===== src/core/srw_pkg.sv =====
// Shared constants and types for the supervisor reset and watchdog block
package srw_pkg;

  // ----------------------------------------------------------------
  // Timebase
  // ----------------------------------------------------------------
  localparam int SRW_CLK_NS = 40;
  localparam int SRW_TICK_NS = 1000;
  localparam int SRW_TICK_CYCLES = SRW_TICK_NS / SRW_CLK_NS;

  // ----------------------------------------------------------------
  // Timeouts, counted in timebase ticks
  // ----------------------------------------------------------------
  localparam int SRW_STRETCH_MS = 200;
  localparam int SRW_STRETCH_TICKS = SRW_STRETCH_MS * 1000000 / SRW_TICK_NS;
  localparam int SRW_WDOG_MS = 1600;
  localparam int SRW_WDOG_TICKS = SRW_WDOG_MS * 1000000 / SRW_TICK_NS;

  // ----------------------------------------------------------------
  // Pushbutton debounce, least time rounded up to cycles
  // ----------------------------------------------------------------
  localparam int SRW_DEB_NS = 300;
  localparam int SRW_DEB_CYCLES = (SRW_DEB_NS + SRW_CLK_NS - 1) / SRW_CLK_NS;

  // ----------------------------------------------------------------
  // Product variants and reset sequencer states
  // ----------------------------------------------------------------
  typedef enum logic [1:0] {
    SRW_WDOG_LOW,
    SRW_WDOG_HIGH,
    SRW_NO_WDOG
  } srw_variant_t;

  typedef enum logic [1:0] {
    SRW_RST_HOLD,
    SRW_RST_STRETCH,
    SRW_RST_RUN
  } srw_rst_state_t;

endpackage


===== src/core/srw_debounce.sv =====
// Level debouncer for the manual pushbutton input
module srw_debounce
  import srw_pkg::*;
#(
  parameter int STABLE_CYCLES = SRW_DEB_CYCLES
) (
  input wire logic i_core_clk,
  input wire logic i_resetn,
  input wire logic i_level,
  output logic o_level
);

  localparam int CW = $clog2(STABLE_CYCLES + 1);
  localparam logic [CW-1:0] LAST = CW'(STABLE_CYCLES - 1);

  typedef struct packed {
    logic level;
    logic [CW-1:0] cnt;
  } srw_deb_state_t;

  srw_deb_state_t s;
  srw_deb_state_t next_s;

  // ----------------------------------------------------------------
  // New level taken only after it held steady
  // ----------------------------------------------------------------
  always_comb begin
    next_s = s;
    if (i_level == s.level) begin
      next_s.cnt = '0;
    end else if (s.cnt == LAST) begin
      next_s.level = i_level;
      next_s.cnt = '0;
    end else begin
      next_s.cnt = s.cnt + CW'(1);
    end
  end

  always_ff @(posedge i_core_clk or negedge i_resetn) begin
    if (!i_resetn) begin
      s.level <= 1'b1;
      s.cnt <= '0;
    end else begin
      s <= next_s;
    end
  end

  assign o_level = s.level;

endmodule


===== src/core/srw_supervisor.sv =====
// Supervisor: reset sequencer, watchdog and power-fail warning
module srw_supervisor
  import srw_pkg::*;
#(
  parameter srw_variant_t VARIANT = SRW_WDOG_LOW,
  parameter int TICK_CYCLES = SRW_TICK_CYCLES,
  parameter int STRETCH_TICKS = SRW_STRETCH_TICKS,
  parameter int WDOG_TICKS = SRW_WDOG_TICKS,
  parameter int DEB_CYCLES = SRW_DEB_CYCLES
) (
  input wire logic i_core_clk,
  input wire logic i_resetn,
  input wire logic i_supply_low,
  input wire logic i_pushbutton_in_n,
  input wire logic i_pushbutton_driven,
  input wire logic i_activity_strobe_in,
  input wire logic i_activity_strobe_driven,
  input wire logic i_powerfail_sense_above,
  output logic o_reset_n,
  output logic o_reset,
  output logic o_timeout_flag_n,
  output logic o_powerfail_warn_n
);

  localparam int TW = $clog2(TICK_CYCLES + 1);
  localparam int SW = $clog2(STRETCH_TICKS + 1);
  localparam int WW = $clog2(WDOG_TICKS + 1);
  localparam logic [TW-1:0] TICK_LAST = TW'(TICK_CYCLES - 1);
  localparam logic [SW-1:0] STRETCH_LAST = SW'(STRETCH_TICKS - 1);
  localparam logic [WW-1:0] WDOG_LAST = WW'(WDOG_TICKS - 1);
  localparam bit HAS_WDOG = (VARIANT != SRW_NO_WDOG);
  localparam bit HAS_LOW = (VARIANT != SRW_WDOG_HIGH);
  localparam bit HAS_HIGH = (VARIANT != SRW_WDOG_LOW);
  localparam int SYNC_W = 2;

  typedef struct packed {
    logic [SYNC_W-1:0] sup_sync;
    logic [SYNC_W-1:0] pb_sync;
    logic [SYNC_W-1:0] pbd_sync;
    logic [SYNC_W-1:0] act_sync;
    logic [SYNC_W-1:0] actd_sync;
    logic [SYNC_W-1:0] pf_sync;
    logic act_prev;
    logic [TW-1:0] tick_cnt;
    logic tick;
    srw_rst_state_t rst_state;
    logic [SW-1:0] stretch_cnt;
    logic [WW-1:0] wd_cnt;
    logic wd_expired;
    logic reset_n;
    logic reset_hi;
    logic timeout_n;
    logic warn_n;
  } srw_state_t;

  srw_state_t s;
  srw_state_t next_s;

  logic pb_level;
  logic pb_clean;
  logic pb_req;
  logic supply_low;
  logic cause;
  logic wd_enabled;
  logic act_edge;

  // ----------------------------------------------------------------
  // Pushbutton conditioning
  // ----------------------------------------------------------------
  // Undriven pin behaves as if pulled high
  assign pb_level = s.pbd_sync[1] ? s.pb_sync[1] : 1'b1;

  srw_debounce #(
    .STABLE_CYCLES(DEB_CYCLES)
  ) u_pb_debounce (
    .i_core_clk(i_core_clk),
    .i_resetn(i_resetn),
    .i_level(pb_level),
    .o_level(pb_clean)
  );

  assign pb_req = !pb_clean;
  assign supply_low = s.sup_sync[1];
  assign cause = supply_low || pb_req;
  assign wd_enabled = HAS_WDOG && s.actd_sync[1];
  assign act_edge = s.act_sync[1] ^ s.act_prev;

  // ----------------------------------------------------------------
  // Next-state logic
  // ----------------------------------------------------------------
  always_comb begin
    next_s = s;

    // Pin synchronisers
    next_s.sup_sync = {s.sup_sync[0], i_supply_low};
    next_s.pb_sync = {s.pb_sync[0], i_pushbutton_in_n};
    next_s.pbd_sync = {s.pbd_sync[0], i_pushbutton_driven};
    next_s.act_sync = {s.act_sync[0], i_activity_strobe_in};
    next_s.actd_sync = {s.actd_sync[0], i_activity_strobe_driven};
    next_s.pf_sync = {s.pf_sync[0], i_powerfail_sense_above};
    next_s.act_prev = s.act_sync[1];

    // Free-running timebase
    next_s.tick = 1'b0;
    if (s.tick_cnt == TICK_LAST) begin
      next_s.tick_cnt = '0;
      next_s.tick = 1'b1;
    end else begin
      next_s.tick_cnt = s.tick_cnt + TW'(1);
    end

    // Reset sequencer
    unique case (s.rst_state)
      SRW_RST_HOLD: begin
        next_s.stretch_cnt = '0;
        if (!cause) begin
          next_s.rst_state = SRW_RST_STRETCH;
        end
      end
      SRW_RST_STRETCH: begin
        if (cause) begin
          next_s.rst_state = SRW_RST_HOLD;
          next_s.stretch_cnt = '0;
        end else if (s.tick) begin
          if (s.stretch_cnt == STRETCH_LAST) begin
            next_s.rst_state = SRW_RST_RUN;
            next_s.stretch_cnt = '0;
          end else begin
            next_s.stretch_cnt = s.stretch_cnt + SW'(1);
          end
        end
      end
      SRW_RST_RUN: begin
        // Watchdog state plays no part here
        if (cause) begin
          next_s.rst_state = SRW_RST_HOLD;
        end
      end
      default: begin
        next_s.rst_state = SRW_RST_HOLD;
      end
    endcase

    next_s.reset_n = HAS_LOW ? (next_s.rst_state == SRW_RST_RUN) : 1'b1;
    next_s.reset_hi = HAS_HIGH ? (next_s.rst_state != SRW_RST_RUN) : 1'b0;

    // Watchdog
    if (!wd_enabled) begin
      next_s.wd_cnt = '0;
      next_s.wd_expired = 1'b0;
    end else if (act_edge) begin
      next_s.wd_cnt = '0;
      next_s.wd_expired = 1'b0;
    end else if (s.tick && !s.wd_expired) begin
      if (s.wd_cnt == WDOG_LAST) begin
        next_s.wd_expired = 1'b1;
      end else begin
        next_s.wd_cnt = s.wd_cnt + WW'(1);
      end
    end
    next_s.timeout_n = HAS_WDOG ? !(supply_low || next_s.wd_expired) : 1'b1;

    // Power-fail warning, own path only
    next_s.warn_n = s.pf_sync[1];
  end

  // ----------------------------------------------------------------
  // State register
  // ----------------------------------------------------------------
  always_ff @(posedge i_core_clk or negedge i_resetn) begin
    if (!i_resetn) begin
      s.sup_sync <= '1;
      s.pb_sync <= '1;
      s.pbd_sync <= '0;
      s.act_sync <= '0;
      s.actd_sync <= '0;
      s.pf_sync <= '1;
      s.act_prev <= 1'b0;
      s.tick_cnt <= '0;
      s.tick <= 1'b0;
      s.rst_state <= SRW_RST_HOLD;
      s.stretch_cnt <= '0;
      s.wd_cnt <= '0;
      s.wd_expired <= 1'b0;
      s.reset_n <= !HAS_LOW;
      s.reset_hi <= HAS_HIGH;
      s.timeout_n <= !HAS_WDOG;
      s.warn_n <= 1'b1;
    end else begin
      s <= next_s;
    end
  end

  assign o_reset_n = s.reset_n;
  assign o_reset = s.reset_hi;
  assign o_timeout_flag_n = s.timeout_n;
  assign o_powerfail_warn_n = s.warn_n;
endmodule


===== config.mk =====
export PLATFORM = sky130hd
export DESIGN_NAME = srw_supervisor
export DESIGN_NICKNAME = d
export VERILOG_FILES = /design/src/core/srw_pkg.sv /design/src/core/srw_debounce.sv /design/src/core/srw_supervisor.sv
export SDC_FILE = /design/constraint.sdc
export NUM_CORES = 1
export LEC_CHECK = 0
export BUFFER_PORTS_ARGS = -buffer_cell sky130_fd_sc_hd__clkbuf_2
export CORE_MARGIN = 2
export CORE_UTILIZATION = 45
export DETAILED_ROUTE_END_ITERATION = 12
export HOLD_SLACK_MARGIN = 0.02
export SYNTH_ARGS = -nofsm -noshare
export SYNTH_HDL_FRONTEND = slang
export SYNTH_SLANG_ARGS = --single-unit
export TNS_END_PERCENT = 5

===== constraint.sdc =====
create_clock -name i_core_clk -period 6.41 [get_ports i_core_clk]
set_clock_uncertainty 0.15 [all_clocks]
set_input_delay 0.641 -clock i_core_clk [delete_from_list [all_inputs] [get_ports i_core_clk]]
set_output_delay 0.641 -clock i_core_clk [all_outputs]
set_load 0.01 [all_outputs]

Yosys cells after proc, flatten, opt, wreduce, memory -nomap -nowiden
Index checks and enable logic that the tools add are counted.
Word-level totals
  flip-flop bits (word level): 69
  input port bits: 8
  output and inout bits: 4
  word-level logic and storage cells: 64
Operators by class
  add/subtract/negate cells: 4
  equality and inequality tests: 11
  multiplexer cells: 18
  bitwise operators: 2
  reductions and logical operators: 11
Operators by type and width (number)
  $mux 22: 3
  $mux 20: 2
  $pmux 18 s2: 1
  $add 21x1->21 const B: 1
  $eq 21x21->1 const B: 1
  $mux 21: 1
  $add 18x1->18 const B: 1
  $eq 18x18->1 const B: 1
  $mux 18: 1
  $mux 4: 2
  $mux 2: 3
  $ne 3x3->1 const B: 2
  $pmux 2 s3: 1
  $reduce_and 2->1: 3
  $add 5x1->5 const B: 1
  $eq 5x5->1 const B: 1
  $mux 5: 1
  $add 4x1->4 const B: 1
  $eq 2x2->1 const B: 2
  $eq 4x3->1 const B: 1
  $logic_not 1->1: 3
  $mux 1: 3
  $ne 3x1->1 const B: 1
  $eq 2x1->1 const B: 1
  7 further kinds: 8

Logic depth before layout (Yosys ltp)
Gate-level depths: netlist (run 1).
  depth in word-level cells: 7
  mapped depth: 7
  mapped depth without buffers: 6

Cells and area by module
A second synthesis (run 1) with hierarchy kept.
Unflattened totals
  cell total of the unflattened synthesis: 304
  area, all modules: 3236.9 sq um
By module, submodules not included
  srw_supervisor: instances 1, cells each 286, area each 3017.9 sq um, sequential area each 1610.3 sq um
  srw_debounce: instances 1, cells each 18, area each 219.0 sq um, sequential area each 126.4 sq um

Least setup slack after synthesis (run 1)
Ideal clock, no wire load.
  kind: reg2reg
  start: reg s[23] (netlist name)
  end: reg s[20] (netlist name)
  setup time: 132 ps
  arrival time: 1827 ps
  data required time: 6128 ps
  setup slack: 4301 ps
  stages on the path, launching flop included: 6
  buffers on the path: 0
  period minus slack after synthesis: 2109 ps
  cell sequence: dfrtp_1 > or4b_1 > nor4_4 > a2111oi_0 > xnor2_1 > nor2_1
Between the ends
  word-level cells in the longest chain between the ends: 3
RTL lines
  start: declaration: line srw_supervisor.sv:56  | srw_state_t s;
  start signal: assignment: line srw_supervisor.sv:190  | s <= next_s;
  $eq 21x21->1: line srw_supervisor.sv:155  | if (s.wd_cnt == WDOG_LAST) begin
  $ne 3x3->1 (no source line)
  $reduce_and 2->1 (no source line)
No other way between the ends.
A chain may end at the register's enable or synchronous reset.

Worst setup path in the final report (run 1)
  start: reg u_pb_debounce.s (netlist bit u_pb_debounce.o_level)
  end: reg s[37] (netlist name)
Between the ends
  word-level cells in the longest chain between the ends: 4
  elaborated cells on any way between the ends: 6
  classes of those cells: eq/ne: 1; mux: 2; reduce/logical: 3
RTL lines
  start: declaration: line srw_debounce.sv:21  | srw_deb_state_t s;
  start signal: assignment: line srw_debounce.sv:44  | s <= next_s;
  $logic_not 1->1 (*): line srw_supervisor.sv:82  | assign pb_req = !pb_clean;
  $logic_or 1x1->1 (*): line srw_supervisor.sv:84  | assign cause = supply_low || pb_req;
  $mux 20 / $ne 3x3->1 (equally long branches)
  $pmux 18 s2 / $reduce_and 2->1 (equally long branches)
Every way passes the cells marked *; elsewhere a longest branch is shown, timed or not.

==> results of run 1 <==
[stage by stage]
step | worst slack (ns) | util [%]
after floorplan | 4.30 | -
after global placement | 3.96 | 49.2
after detailed placement | 3.93 | 49.2
after CTS | 3.91 | 52.5
after global routing | 3.60 | 52.5
final | 3.91 | 52.5
[cell type report]
class	instances	area, um2	share of cell area, %
clock buffer	9	124	3.44
clock inverter	7	100	2.78
inverter	10	37.5	1.04
multi-input combinational	233	1430	39.7
sequential	69	1740	48.2
tap	96	120	3.33
timing repair buffer	11	57.6	1.60
[Yosys cell counts (5+ instances only)]
| cell | number |
|---|---|
| sky130_fd_sc_hd__nand2_1 | 31 |
| sky130_fd_sc_hd__mux2i_1 | 6 |
| sky130_fd_sc_hd__nand3_1 | 29 |
| sky130_fd_sc_hd__ha_1 | 5 |
| sky130_fd_sc_hd__nand4_1 | 7 |
| sky130_fd_sc_hd__nor4_1 | 6 |
| sky130_fd_sc_hd__nor3_1 | 8 |
| sky130_fd_sc_hd__inv_1 | 10 |
| sky130_fd_sc_hd__xnor2_1 | 18 |
| sky130_fd_sc_hd__dfstp_2 | 8 |
| sky130_fd_sc_hd__o21ai_0 | 10 |
| sky130_fd_sc_hd__clkbuf_1 | 7 |
| sky130_fd_sc_hd__a21oi_1 | 11 |
| sky130_fd_sc_hd__and3_1 | 5 |
| sky130_fd_sc_hd__o21ai_1 | 5 |
| sky130_fd_sc_hd__nor2_1 | 32 |
| sky130_fd_sc_hd__dfrtp_1 | 61 |
[path summary, 6_finish.rpt]
path | from | endpoint | depth (start not counted)
min in group asynchronous | i_resetn | s[21] | 2
min reg2reg | next_s[58] | next_s[52] | 0
max in group asynchronous | i_resetn | s[60] | 2
min | next_s[58] | next_s[52] | 0
max reg2reg | u_pb_debounce.o_level | s[37] | 5
max | u_pb_debounce.o_level | s[37] | 5
[worst max-delay path: stages (launching register included)]
cell and delay [ns]:
sky130_fd_sc_hd__dfstp_2 0.55, sky130_fd_sc_hd__or3b_1 0.36, sky130_fd_sc_hd__nor2_1 0.28, sky130_fd_sc_hd__o21ai_1 0.41, sky130_fd_sc_hd__or4_1 0.59, sky130_fd_sc_hd__nand3_1 0.10
[state kept, by name, summed over array words and instances (netlist names)]
register and count:
o_reset_n 1, o_timeout_flag_n 1, o_powerfail_warn_n 1, next_s 8
u_pb_debounce.o_level 1, s 53, u_pb_debounce.s 4
[cells by family after synthesis]
| group | Yosys count | share of synthesized area, % |
|---|---|---|
| flops | 69 | 53.6 |
| buf+inv | 18 | 2.20 |
| xor+xnor | 22 | 5.95 |
| simple gates | 151 | 24.9 |
| other cells | 1 | 0.116 |
| compound gates | 48 | 9.43 |
| mux | 6 | 1.85 |
| fa+ha+maj | 5 | 1.93 |
[power groups by stage]
stage / combinational [mW] / clock [mW] / sequential (mW)
after floorplan: 0.0408 / 0 / 0.477
after global placement: 0.0587 / 0 / 0.479
after detailed placement: 0.0594 / 0 / 0.480
after CTS: 0.0595 / 0.399 / 0.472
after global routing: 0.0712 / 0.419 / 0.475
final: 0.0577 / 0.391 / 0.471
[routing by layer]
| layer | global-route usage [%] | vias to the layer above | routed length [um] |
|---|---|---|---|
| met1 | 24.6 | 1093 | 3040 |
| met4 | 8.40 | 0 | 110 |
| met5 | 0 | - | 0 |
| met2 | 25.4 | 36 | 2540 |
| li1 | - | 1170 | - |
| met3 | 3.73 | 9 | 176 |
==> flow_results.xml, run 1 <==
<?xml version="1.0" encoding="UTF-8"?>
<metrics>
  <group name="status">
    <metric name="outcome" unit="">finished, final reports clean</metric>
  </group>
  <group name="clocking">
    <metric name="postCtsResizedCells" unit="">0</metric>
    <metric name="htreeDepth" unit="">3</metric>
    <metric name="cts_buffer_depth" unit="">2</metric>
    <metric name="clock-sinks" unit="">69</metric>
    <metric name="cts_buffers" unit="">9</metric>
    <metric name="cts_tree" unit="">done</metric>
    <metric name="clkTransAtPathRegs" unit="ns">0.08</metric>
    <metric name="clkLatencyLatePin" unit="ns">0.34</metric>
    <metric name="ctsHoldBuffers" unit="">0</metric>
    <metric name="post-cts-setup-buffers" unit="">0</metric>
    <metric name="ctsRootBufferMaster" unit="">sky130_fd_sc_hd__clkbuf_8</metric>
  </group>
  <group name="hold_path">
    <metric name="worstHoldPathType" unit="">flip-flop to flip-flop</metric>
  </group>
  <group name="drt">
    <metric name="detail_route.wirelength" unit="um">5870</metric>
    <metric name="dr_total_vias" unit="">2308</metric>
    <metric name="detail_route.first_pass.iterations" unit="">4</metric>
    <metric name="drt-wirelength-per-cell" unit="um">13.5</metric>
    <metric name="drc" unit="">0</metric>
    <metric name="antenna_left" unit="">0</metric>
    <metric name="dr.first_iter.drc_count" unit="">158</metric>
    <metric name="routed_via_density" unit="">5.31</metric>
  </group>
  <group name="critical_path">
    <metric name="criticalPathCategory" unit="">flip-flop to flip-flop</metric>
    <metric name="worst_ep_required_time" unit="ns">6.54</metric>
    <metric name="path_max_fanout" unit="">15</metric>
    <metric name="cp.arrival" unit="ns">2.63</metric>
    <metric name="rrSetupSlack" unit="ns">3.91</metric>
    <metric name="crit_path_start_kind" unit="">flip-flop</metric>
    <metric name="endpoint_kind" unit="">flip-flop</metric>
  </group>
  <group name="final_layout">
    <metric name="layout.cells.most_common_list" unit="">sky130_fd_sc_hd__dfrtp_1, sky130_fd_sc_hd__nor2_1, sky130_fd_sc_hd__nand2_1</metric>
    <metric name="final.fill_count" unit="">624</metric>
    <metric name="final_net_count" unit="">347</metric>
    <metric name="insertedDiodeCount" unit="">0</metric>
    <metric name="final-instance-count-excl-fill" unit="">435</metric>
    <metric name="layout.cells.most_common" unit="">sky130_fd_sc_hd__dfrtp_1</metric>
    <metric name="flow.area_growth_from_synthesis" unit="%">11.4</metric>
    <metric name="layout.cell_area.non_filler" unit="um2">3610</metric>
    <metric name="layout-drive-gt1-share" unit="%">12.7</metric>
  </group>
  <group name="power_and_ir_drop">
    <metric name="p_int" unit="mW">0.702</metric>
    <metric name="power_switching_share" unit="%">23.7</metric>
    <metric name="static-leakage-power" unit="nW">1.46</metric>
    <metric name="pwr-share-clk" unit="%">42.5</metric>
    <metric name="comb_power_share" unit="%">6.3</metric>
    <metric name="share_seq_of_total_power" unit="%">51.2</metric>
    <metric name="irDropWorstVdd" unit="mV">0.183</metric>
    <metric name="power_density" unit="nW/um2">255</metric>
    <metric name="power_switching" unit="mW">0.218</metric>
    <metric name="power_total" unit="mW">0.919</metric>
  </group>
  <group name="placed_design">
    <metric name="port_buffers" unit="">10</metric>
    <metric name="dpl_cell_area" unit="um2">3380</metric>
    <metric name="hpwl" unit="um">3890</metric>
    <metric name="gpl.final_weighted_congestion" unit="">0.765</metric>
    <metric name="total_placed_cells_including_tap_cells" unit="">419</metric>
  </group>
  <group name="timing">
    <metric name="final.setup.tns" unit="ns">0</metric>
    <metric name="finalHoldViolations" unit="">0</metric>
    <metric name="grt_setup_unrepaired" unit="">false</metric>
    <metric name="timing_worst_slew_pin_value" unit="ns">0.998</metric>
    <metric name="achievable-frequency" unit="MHz">400</metric>
    <metric name="finalSetupViolations" unit="">0</metric>
    <metric name="relSlewSlack" unit="%">33.0</metric>
    <metric name="final.period_utilization" unit="%">39.0</metric>
    <metric name="min_period" unit="ns">2.50</metric>
    <metric name="timing_max_transition_violations_final" unit="">0</metric>
    <metric name="fin_hold_ws" unit="ns">0.202</metric>
  </group>
  <group name="die">
    <metric name="floorplan.rows" unit="">30</metric>
    <metric name="design.die.area" unit="um2">7890</metric>
    <metric name="core_region_area" unit="um2">6870</metric>
    <metric name="initial_standard_cell_utilization_of_the_core" unit="%">47.1</metric>
    <metric name="die_width" unit="um">88.8</metric>
    <metric name="design.portCount" unit="">12</metric>
    <metric name="chipHeight" unit="um">88.8</metric>
  </group>
  <group name="yosys">
    <metric name="synth.yosys.seq_area_share" unit="%">53.6</metric>
    <metric name="syn-cell-area" unit="um2">3240</metric>
    <metric name="synth_edf_count" unit="">0</metric>
    <metric name="ys_seq_elements" unit="">69</metric>
    <metric name="synth.avg_cell_area" unit="um2">10.1</metric>
    <metric name="syn-instance-count" unit="">320</metric>
    <metric name="synth_top_cell_by_area" unit="">sky130_fd_sc_hd__dfrtp_1</metric>
    <metric name="synth.net_count" unit="">333</metric>
    <metric name="synthFlopType" unit="">sky130_fd_sc_hd__dfrtp_1</metric>
    <metric name="yosys.cell_types.count" unit="">49</metric>
    <metric name="ys_top_cells_by_area" unit="">sky130_fd_sc_hd__dfrtp_1, sky130_fd_sc_hd__dfstp_2, sky130_fd_sc_hd__xnor2_1</metric>
    <metric name="synth-warning-count" unit="">0</metric>
    <metric name="synthArstFlopShare" unit="%">100</metric>
    <metric name="synth_top_area_share" unit="%">47.1</metric>
  </group>
  <group name="global_route">
    <metric name="global_route_wire_length_before_repair" unit="um">10600</metric>
    <metric name="number_of_antenna_violations_at_the_first_check_in_global_routing" unit="">0</metric>
    <metric name="grt.total_usage" unit="%">17.4</metric>
    <metric name="number_of_global_route_vias_before_repair" unit="">2279</metric>
    <metric name="globalRoute.totalOverflow" unit="">0</metric>
    <metric name="pin_count_of_the_biggest_net_entering_global_routing" unit="">70</metric>
  </group>
  <group name="run">
    <metric name="total_of_max_cap_violations" unit="">0</metric>
  </group>
</metrics>
No activity file was read; power rests on OpenSTA's default activity.
==> run 2: changes to the inputs <==
- ABC_AREA: default -> 1
- clock period: 6.41 -> 2.6 ns (I/O delays scaled with it)
==> flow_results.xml, run 2 <==
<?xml version="1.0" encoding="UTF-8"?>
<metrics>
  <group name="timing">
    <metric name="final.period_utilization" unit="%">81.5</metric>
    <metric name="grt_setup_unrepaired" unit="">false</metric>
    <metric name="fin_hold_ws" unit="ns">0.202</metric>
    <metric name="finalSetupViolations" unit="">0</metric>
    <metric name="min_period" unit="ns">2.12</metric>
    <metric name="worst_slack" unit="ns">0.481</metric>
    <metric name="timing_max_transition_violations_final" unit="">0</metric>
    <metric name="relSlewSlack" unit="%">63.7</metric>
    <metric name="timing_worst_slew_pin_value" unit="ns">0.545</metric>
    <metric name="final.setup.tns" unit="ns">0</metric>
    <metric name="finalHoldViolations" unit="">0</metric>
    <metric name="achievable-frequency" unit="MHz">472</metric>
  </group>
  <group name="final_layout">
    <metric name="largest_reg_flops" unit="">53</metric>
    <metric name="layout.cells.most_common" unit="">sky130_fd_sc_hd__nand2_1</metric>
    <metric name="layout.cell_area.non_filler" unit="um2">4030</metric>
    <metric name="flow.area_growth_from_synthesis" unit="%">12.7</metric>
    <metric name="layout-drive-gt1-share" unit="%">11.4</metric>
    <metric name="layout.cells.most_common_list" unit="">sky130_fd_sc_hd__nand2_1, sky130_fd_sc_hd__nor2_1, sky130_fd_sc_hd__inv_1</metric>
    <metric name="final_net_count" unit="">490</metric>
    <metric name="insertedDiodeCount" unit="">0</metric>
    <metric name="max_flop_register" unit="">s</metric>
    <metric name="final.fill_count" unit="">743</metric>
  </group>
  <group name="clocking">
    <metric name="htreeDepth" unit="">3</metric>
    <metric name="clock-sinks" unit="">69</metric>
    <metric name="ctsHoldBuffers" unit="">7</metric>
    <metric name="postCtsResizedCells" unit="">0</metric>
    <metric name="clkTransAtPathRegs" unit="ns">0.07</metric>
    <metric name="cts_buffer_depth" unit="">2</metric>
    <metric name="cts_buffers" unit="">9</metric>
    <metric name="post-cts-setup-buffers" unit="">0</metric>
    <metric name="cts_tree" unit="">done</metric>
    <metric name="clkLatencyLatePin" unit="ns">0.34</metric>
    <metric name="ctsRootBufferMaster" unit="">sky130_fd_sc_hd__clkbuf_8</metric>
  </group>
  <group name="power_and_ir_drop">
    <metric name="p_int" unit="mW">1.71</metric>
    <metric name="comb_power_share" unit="%">7.9</metric>
    <metric name="power_density" unit="nW/um2">559</metric>
    <metric name="static-leakage-power" unit="nW">1.83</metric>
    <metric name="power_switching_share" unit="%">24.0</metric>
    <metric name="pwr-share-clk" unit="%">40.5</metric>
    <metric name="share_seq_of_total_power" unit="%">51.6</metric>
    <metric name="power_switching" unit="mW">0.540</metric>
    <metric name="irDropWorstVdd" unit="mV">0.283</metric>
  </group>
  <group name="global_route">
    <metric name="grt.total_usage" unit="%">19.4</metric>
    <metric name="number_of_global_route_vias_before_repair" unit="">2840</metric>
    <metric name="global_route_wire_length_before_repair" unit="um">13200</metric>
    <metric name="globalRoute.totalOverflow" unit="">0</metric>
    <metric name="number_of_antenna_violations_at_the_first_check_in_global_routing" unit="">0</metric>
    <metric name="pin_count_of_the_biggest_net_entering_global_routing" unit="">48</metric>
  </group>
  <group name="status">
    <metric name="outcome" unit="">finished, final reports clean</metric>
  </group>
  <group name="yosys">
    <metric name="synth.yosys.seq_area_share" unit="%">48.5</metric>
    <metric name="synth_xor_area_share" unit="%">2.69</metric>
    <metric name="synthFlopType" unit="">sky130_fd_sc_hd__dfrtp_1</metric>
    <metric name="synth_top_cell_by_area" unit="">sky130_fd_sc_hd__dfrtp_1</metric>
    <metric name="synth_top_area_share" unit="%">42.7</metric>
    <metric name="synth_top_family_by_area" unit="">simple AND/OR/NAND/NOR gates</metric>
    <metric name="post_synth_fa_ha_maj_area_fraction" unit="%">1.75</metric>
    <metric name="syn-cell-area" unit="um2">3580</metric>
    <metric name="synthArstFlopShare" unit="%">100</metric>
    <metric name="yosys.cell_types.count" unit="">35</metric>
    <metric name="synth.net_count" unit="">464</metric>
    <metric name="synth.avg_cell_area" unit="um2">7.93</metric>
    <metric name="synth_compound_gate_area_share" unit="%">6.82</metric>
    <metric name="muxShareOfSynthArea" unit="%">0</metric>
    <metric name="syn-instance-count" unit="">451</metric>
    <metric name="ys_seq_elements" unit="">69</metric>
    <metric name="ys_top_cells_by_area" unit="">sky130_fd_sc_hd__dfrtp_1, sky130_fd_sc_hd__nand2_1, sky130_fd_sc_hd__nor2_1</metric>
    <metric name="synth_edf_count" unit="">0</metric>
    <metric name="synth_simple_gate_area_share" unit="%">32.1</metric>
    <metric name="synth-warning-count" unit="">0</metric>
    <metric name="synth_most_common_cell" unit="">sky130_fd_sc_hd__nand2_1</metric>
    <metric name="synth.top_cells.by_count" unit="">sky130_fd_sc_hd__nand2_1, sky130_fd_sc_hd__nor2_1, sky130_fd_sc_hd__inv_1</metric>
  </group>
  <group name="die">
    <metric name="core_region_area" unit="um2">7730</metric>
    <metric name="initial_standard_cell_utilization_of_the_core" unit="%">46.3</metric>
    <metric name="chipHeight" unit="um">93.2</metric>
    <metric name="design.portCount" unit="">12</metric>
    <metric name="die_width" unit="um">93.2</metric>
    <metric name="design.die.area" unit="um2">8680</metric>
    <metric name="floorplan.rows" unit="">32</metric>
  </group>
  <group name="critical_path">
    <metric name="criticalPathCategory" unit="">flip-flop to flip-flop</metric>
    <metric name="crit_path_start_kind" unit="">flip-flop</metric>
    <metric name="rrSetupSlack" unit="ns">0.48</metric>
    <metric name="endpoint_kind" unit="">flip-flop</metric>
    <metric name="cp.arrival" unit="ns">2.21</metric>
    <metric name="path_max_fanout" unit="">14</metric>
    <metric name="worst_ep_required_time" unit="ns">2.69</metric>
  </group>
  <group name="placed_design">
    <metric name="gpl.final_weighted_congestion" unit="">0.868</metric>
    <metric name="port_buffers" unit="">10</metric>
    <metric name="place_ws" unit="ns">0.490</metric>
    <metric name="hpwl" unit="um">5300</metric>
    <metric name="dpl_cell_area" unit="um2">3750</metric>
  </group>
  <group name="drt">
    <metric name="dr_total_vias" unit="">2941</metric>
    <metric name="detail_route.wirelength" unit="um">7420</metric>
    <metric name="antenna_left" unit="">0</metric>
    <metric name="detail_route.first_pass.iterations" unit="">4</metric>
    <metric name="drt-wirelength-per-cell" unit="um">12.7</metric>
    <metric name="routed_via_density" unit="">5.04</metric>
    <metric name="drc" unit="">0</metric>
    <metric name="dr.first_iter.drc_count" unit="">132</metric>
  </group>
  <group name="hold_path">
    <metric name="worstHoldPathType" unit="">flip-flop to flip-flop</metric>
  </group>
  <group name="run">
    <metric name="total_of_max_cap_violations" unit="">0</metric>
  </group>
</metrics>
-- run 2: cell types whose count changed after synthesis, sizes merged, moves of 15 or more --
cell and delta:
inv +56, xnor2 -15, nor2 +45, nand2 +78
-- run 2: critical path, stage by stage (launching register included) --
cell and delay [ns]:
sky130_fd_sc_hd__dfrtp_1 0.39, sky130_fd_sc_hd__xnor2_1 0.32, sky130_fd_sc_hd__inv_2 0.14, sky130_fd_sc_hd__nor2_4 0.34, sky130_fd_sc_hd__nand3_1 0.16, sky130_fd_sc_hd__nand2_1 0.27
sky130_fd_sc_hd__o21ai_0 0.12, sky130_fd_sc_hd__inv_1 0.08, sky130_fd_sc_hd__nor2_2 0.04
-- run 2: kinds of logic after synthesis --
kind of cell             after synthesis
buffers and inverters                 71
flip-flops                            69
AO/OA/AOI/OAI                         44
XOR/XNOR                              11
adder cells (fa/ha/maj)                5
AND/OR/NAND/NOR                      250
other                                  1
-- run 2: per-layer routing --
metal | GRT usage (%) | vias to the layer above | routed length, um
met5 | 0 | - | 0
met3 | 4.43 | 16 | 197
met2 | 32.2 | 45 | 3670
met4 | 8.82 | 0 | 197
met1 | 24.2 | 1393 | 3350
li1 | - | 1487 | -
-- run 2: power by group through the flow --
| stage | Combinational (mW) | Sequential (mW) | Clock, mW |
|---|---|---|---|
| 2_1_floorplan | 0.116 | 1.18 | 0 |
| 3_3_place_gp | 0.167 | 1.18 | 0 |
| 3_5_place_dp | 0.173 | 1.18 | 0 |
| 4_1_cts | 0.182 | 1.16 | 0.942 |
| 5_1_grt | 0.208 | 1.17 | 0.987 |
| 6_report | 0.178 | 1.16 | 0.914 |
-- run 2: stage by stage --
| step | total power [mW] | util (%) | instances |
|---|---|---|---|
| CTS | 2.29 | 52.2 | 584 |
| floorplan | 1.29 | - | 451 |
| finish | 2.25 | 52.2 | 584 |
| detailed placement | 1.35 | 48.6 | 561 |
| global placement | 1.35 | 48.6 | 561 |
| global route | 2.37 | 52.2 | 584 |
-- run 2: final cells by class --
type	count	area, um2	area share (%)
Clock buffer	15	176	4.38
Clock inverter	1	30.0	0.745
Inverter	66	248	6.15
Multi-Input combinational cell	311	1560	38.6
Sequential cell	69	1740	43.1
Tap cell	102	128	3.17
Timing Repair Buffer	20	155	3.85
-- run 2: worst paths after layout --
path	start	endpoint	cells past startpoint
hold reg to reg	next_s[56]	s[56]	0
min in group asynchronous	i_resetn	s[15]	2
setup reg to reg	next_s[52]	s[22]	8
hold / removal	next_s[56]	s[56]	0
setup / recovery	next_s[52]	s[22]	8
max in group asynchronous	i_resetn	s[64]	3
==> run 3: changes to the inputs <==
- clock period: 2.6 -> 2.2 ns (I/O delays scaled with it)
==> flow_results.xml, run 3 (same netlist as run 2, synthesis figures left out) <==
<?xml version="1.0" encoding="UTF-8"?>
<metrics>
  <group name="status">
    <metric name="outcome" unit="">finished, final reports clean</metric>
  </group>
  <group name="global_route">
    <metric name="pin_count_of_the_biggest_net_entering_global_routing" unit="">70</metric>
    <metric name="number_of_global_route_vias_before_repair" unit="">2858</metric>
    <metric name="globalRoute.totalOverflow" unit="">0</metric>
    <metric name="grt.total_usage" unit="%">18.3</metric>
    <metric name="global_route_wire_length_before_repair" unit="um">12600</metric>
    <metric name="number_of_antenna_violations_at_the_first_check_in_global_routing" unit="">0</metric>
  </group>
  <group name="timing">
    <metric name="grt_setup_unrepaired" unit="">false</metric>
    <metric name="timing_max_transition_violations_final" unit="">0</metric>
    <metric name="timing_worst_slew_pin_value" unit="ns">0.539</metric>
    <metric name="final.period_utilization" unit="%">86.3</metric>
    <metric name="min_period" unit="ns">1.90</metric>
    <metric name="final.setup.tns" unit="ns">0</metric>
    <metric name="finalHoldViolations" unit="">0</metric>
    <metric name="relSlewSlack" unit="%">63.8</metric>
    <metric name="finalSetupViolations" unit="">0</metric>
    <metric name="achievable-frequency" unit="MHz">527</metric>
  </group>
  <group name="run">
    <metric name="total_of_max_cap_violations" unit="">0</metric>
  </group>
  <group name="power_and_ir_drop">
    <metric name="power_density" unit="nW/um2">641</metric>
    <metric name="irDropWorstVdd" unit="mV">0.317</metric>
    <metric name="static-leakage-power" unit="nW">1.85</metric>
  </group>
  <group name="critical_path">
    <metric name="path_max_fanout" unit="">4</metric>
    <metric name="worstPathBufferInverterCount" unit="">0</metric>
    <metric name="path_depth" unit="">7</metric>
    <metric name="critPathMostFrequentCell" unit="">sky130_fd_sc_hd__nand3_1</metric>
    <metric name="criticalPathCategory" unit="">flip-flop to flip-flop</metric>
    <metric name="worst_path_largest_cell_delay" unit="ns">0.39</metric>
    <metric name="cp.arrival" unit="ns">1.98</metric>
    <metric name="critical_path.reg2reg.endpoint" unit="">o_reset_n</metric>
    <metric name="crit_path_start_kind" unit="">flip-flop</metric>
    <metric name="critical-path-slowest-cell" unit="">sky130_fd_sc_hd__dfrtp_1</metric>
    <metric name="worst_ep_required_time" unit="ns">2.28</metric>
    <metric name="rrSetupSlack" unit="ns">0.30</metric>
    <metric name="cp_cell_sequence" unit="">ha_1, nand3_1, nor2_1, nand3_1, o21ai_0, nand2_1, a21oi_1</metric>
    <metric name="endpoint_kind" unit="">flip-flop</metric>
    <metric name="rr_worst_depth" unit="">7</metric>
    <metric name="path_delay_family" unit="">simple AND/OR/NAND/NOR gates</metric>
    <metric name="r2r_start" unit="">s[26]</metric>
  </group>
  <group name="clocking">
    <metric name="clkTransAtPathRegs" unit="ns">0.08</metric>
    <metric name="clock-sinks" unit="">69</metric>
    <metric name="postCtsResizedCells" unit="">0</metric>
    <metric name="ctsRootBufferMaster" unit="">sky130_fd_sc_hd__clkbuf_8</metric>
    <metric name="clkLatencyLatePin" unit="ns">0.34</metric>
    <metric name="htreeDepth" unit="">3</metric>
    <metric name="cts_buffer_depth" unit="">2</metric>
    <metric name="cts_tree" unit="">done</metric>
    <metric name="cts_buffers" unit="">9</metric>
  </group>
  <group name="drt">
    <metric name="detail_route.wirelength" unit="um">7220</metric>
    <metric name="dr.first_iter.drc_count" unit="">141</metric>
    <metric name="routed_via_density" unit="">5.00</metric>
    <metric name="antenna_left" unit="">0</metric>
    <metric name="drc" unit="">0</metric>
    <metric name="detail_route.first_pass.iterations" unit="">4</metric>
    <metric name="dr_total_vias" unit="">2946</metric>
    <metric name="drt-wirelength-per-cell" unit="um">12.3</metric>
  </group>
  <group name="hold_path">
    <metric name="whs_endpoint" unit="">s[56]</metric>
    <metric name="worstHoldPathType" unit="">flip-flop to flip-flop</metric>
    <metric name="holdPathStages" unit="">0</metric>
    <metric name="min_from" unit="">next_s[56]</metric>
  </group>
  <group name="die">
    <metric name="design.portCount" unit="">12</metric>
    <metric name="chipHeight" unit="um">93.2</metric>
    <metric name="floorplan.rows" unit="">32</metric>
    <metric name="initial_standard_cell_utilization_of_the_core" unit="%">46.3</metric>
    <metric name="die_width" unit="um">93.2</metric>
    <metric name="core_region_area" unit="um2">7730</metric>
    <metric name="design.die.area" unit="um2">8680</metric>
  </group>
  <group name="placed_design">
    <metric name="port_buffers" unit="">10</metric>
    <metric name="dpl_cell_area" unit="um2">3790</metric>
    <metric name="gpl.final_weighted_congestion" unit="">0.869</metric>
    <metric name="total_placed_cells_including_tap_cells" unit="">566</metric>
    <metric name="hpwl" unit="um">5200</metric>
  </group>
  <group name="final_layout">
    <metric name="sequential_cell_area_in_the_final_layout" unit="um2">1740</metric>
    <metric name="insertedDiodeCount" unit="">0</metric>
    <metric name="layout.cells.most_common_list" unit="">sky130_fd_sc_hd__nand2_1, sky130_fd_sc_hd__nor2_1, sky130_fd_sc_hd__inv_1</metric>
    <metric name="layout.cells.most_common" unit="">sky130_fd_sc_hd__nand2_1</metric>
    <metric name="final_net_count" unit="">495</metric>
    <metric name="layout.cell_area.non_filler" unit="um2">4050</metric>
    <metric name="flow.area_growth_from_synthesis" unit="%">13.3</metric>
    <metric name="layout-drive-gt1-share" unit="%">12.7</metric>
    <metric name="final-instance-count-excl-fill" unit="">589</metric>
    <metric name="largest_reg_flops" unit="">53</metric>
    <metric name="multi_input_comb_area" unit="um2">1560</metric>
    <metric name="max_flop_register" unit="">s</metric>
    <metric name="final.fill_count" unit="">741</metric>
  </group>
</metrics>
-- run 3: cell types whose count changed in the layout (fill, tap and decap cells not counted) --
cell | previous run | this run
sky130_fd_sc_hd__clkbuf_8 | 12 | 9
sky130_fd_sc_hd__clkinvlp_4 | 0 | 2
sky130_fd_sc_hd__buf_4 | 2 | 7
sky130_fd_sc_hd__inv_6 | 0 | 1
sky130_fd_sc_hd__clkbuf_1 | 3 | 1
sky130_fd_sc_hd__clkinv_2 | 0 | 2
-- run 3: worst max-delay path by stage --
stage | slack (ns) | to | from
after floorplan | 0.51 | s[16] | s[5]
after global placement | 0.31 | o_reset_n | s[26]
after detailed placement | 0.31 | s[22] | s[5]
after CTS | 0.29 | o_reset_n | s[26]
after global routing | 0.12 | s[22] | s[5]
final | 0.30 | o_reset_n | s[26]
-- run 3: per-stage QoR --
step	hold WS (ns)	utilization [%]	worst slack [ns]	total power [mW]
2_1_floorplan	-0.226	-	0.510	1.53
3_3_place_gp	0.120	49.1	0.311	1.60
3_5_place_dp	0.123	49.1	0.309	1.61
4_1_cts	0.201	52.4	0.286	2.64
5_1_grt	0.212	52.4	0.122	2.73
6_report	0.199	52.4	0.302	2.60
-- run 3: area by class of cell --
type                    instances  share of cell area (%)
repair buffers                 25                    4.75
flip-flops and latches         69                    42.9
inverters                      66                    6.11
well taps                     102                    3.15
multi-input cells             311                    38.4
clock inverters                 6                    1.57
clock buffers                  10                    3.15
-- run 3: where the power goes --
part           internal [mW]  switching [mW]
clock network          0.524           0.482
registers               1.34          0.0355
logic                 0.0770           0.142
-- run 3: routing by layer --
layer,GRT usage (%),vias up,wire [um],share of wire (%)
met4,6.74,0,79,1.1
met2,32.1,47,3670,51
met1,22.1,1394,3250,45
li1,-,1497,-,-
met3,3.71,8,223,3.1
met5,0,-,0,0
-- run 3: repair_timing --
item / CTS / global route
buffers inserted: 0 / 0
hold buffers: 7 / 0
endpoints found under the hold margin: 67 / 0
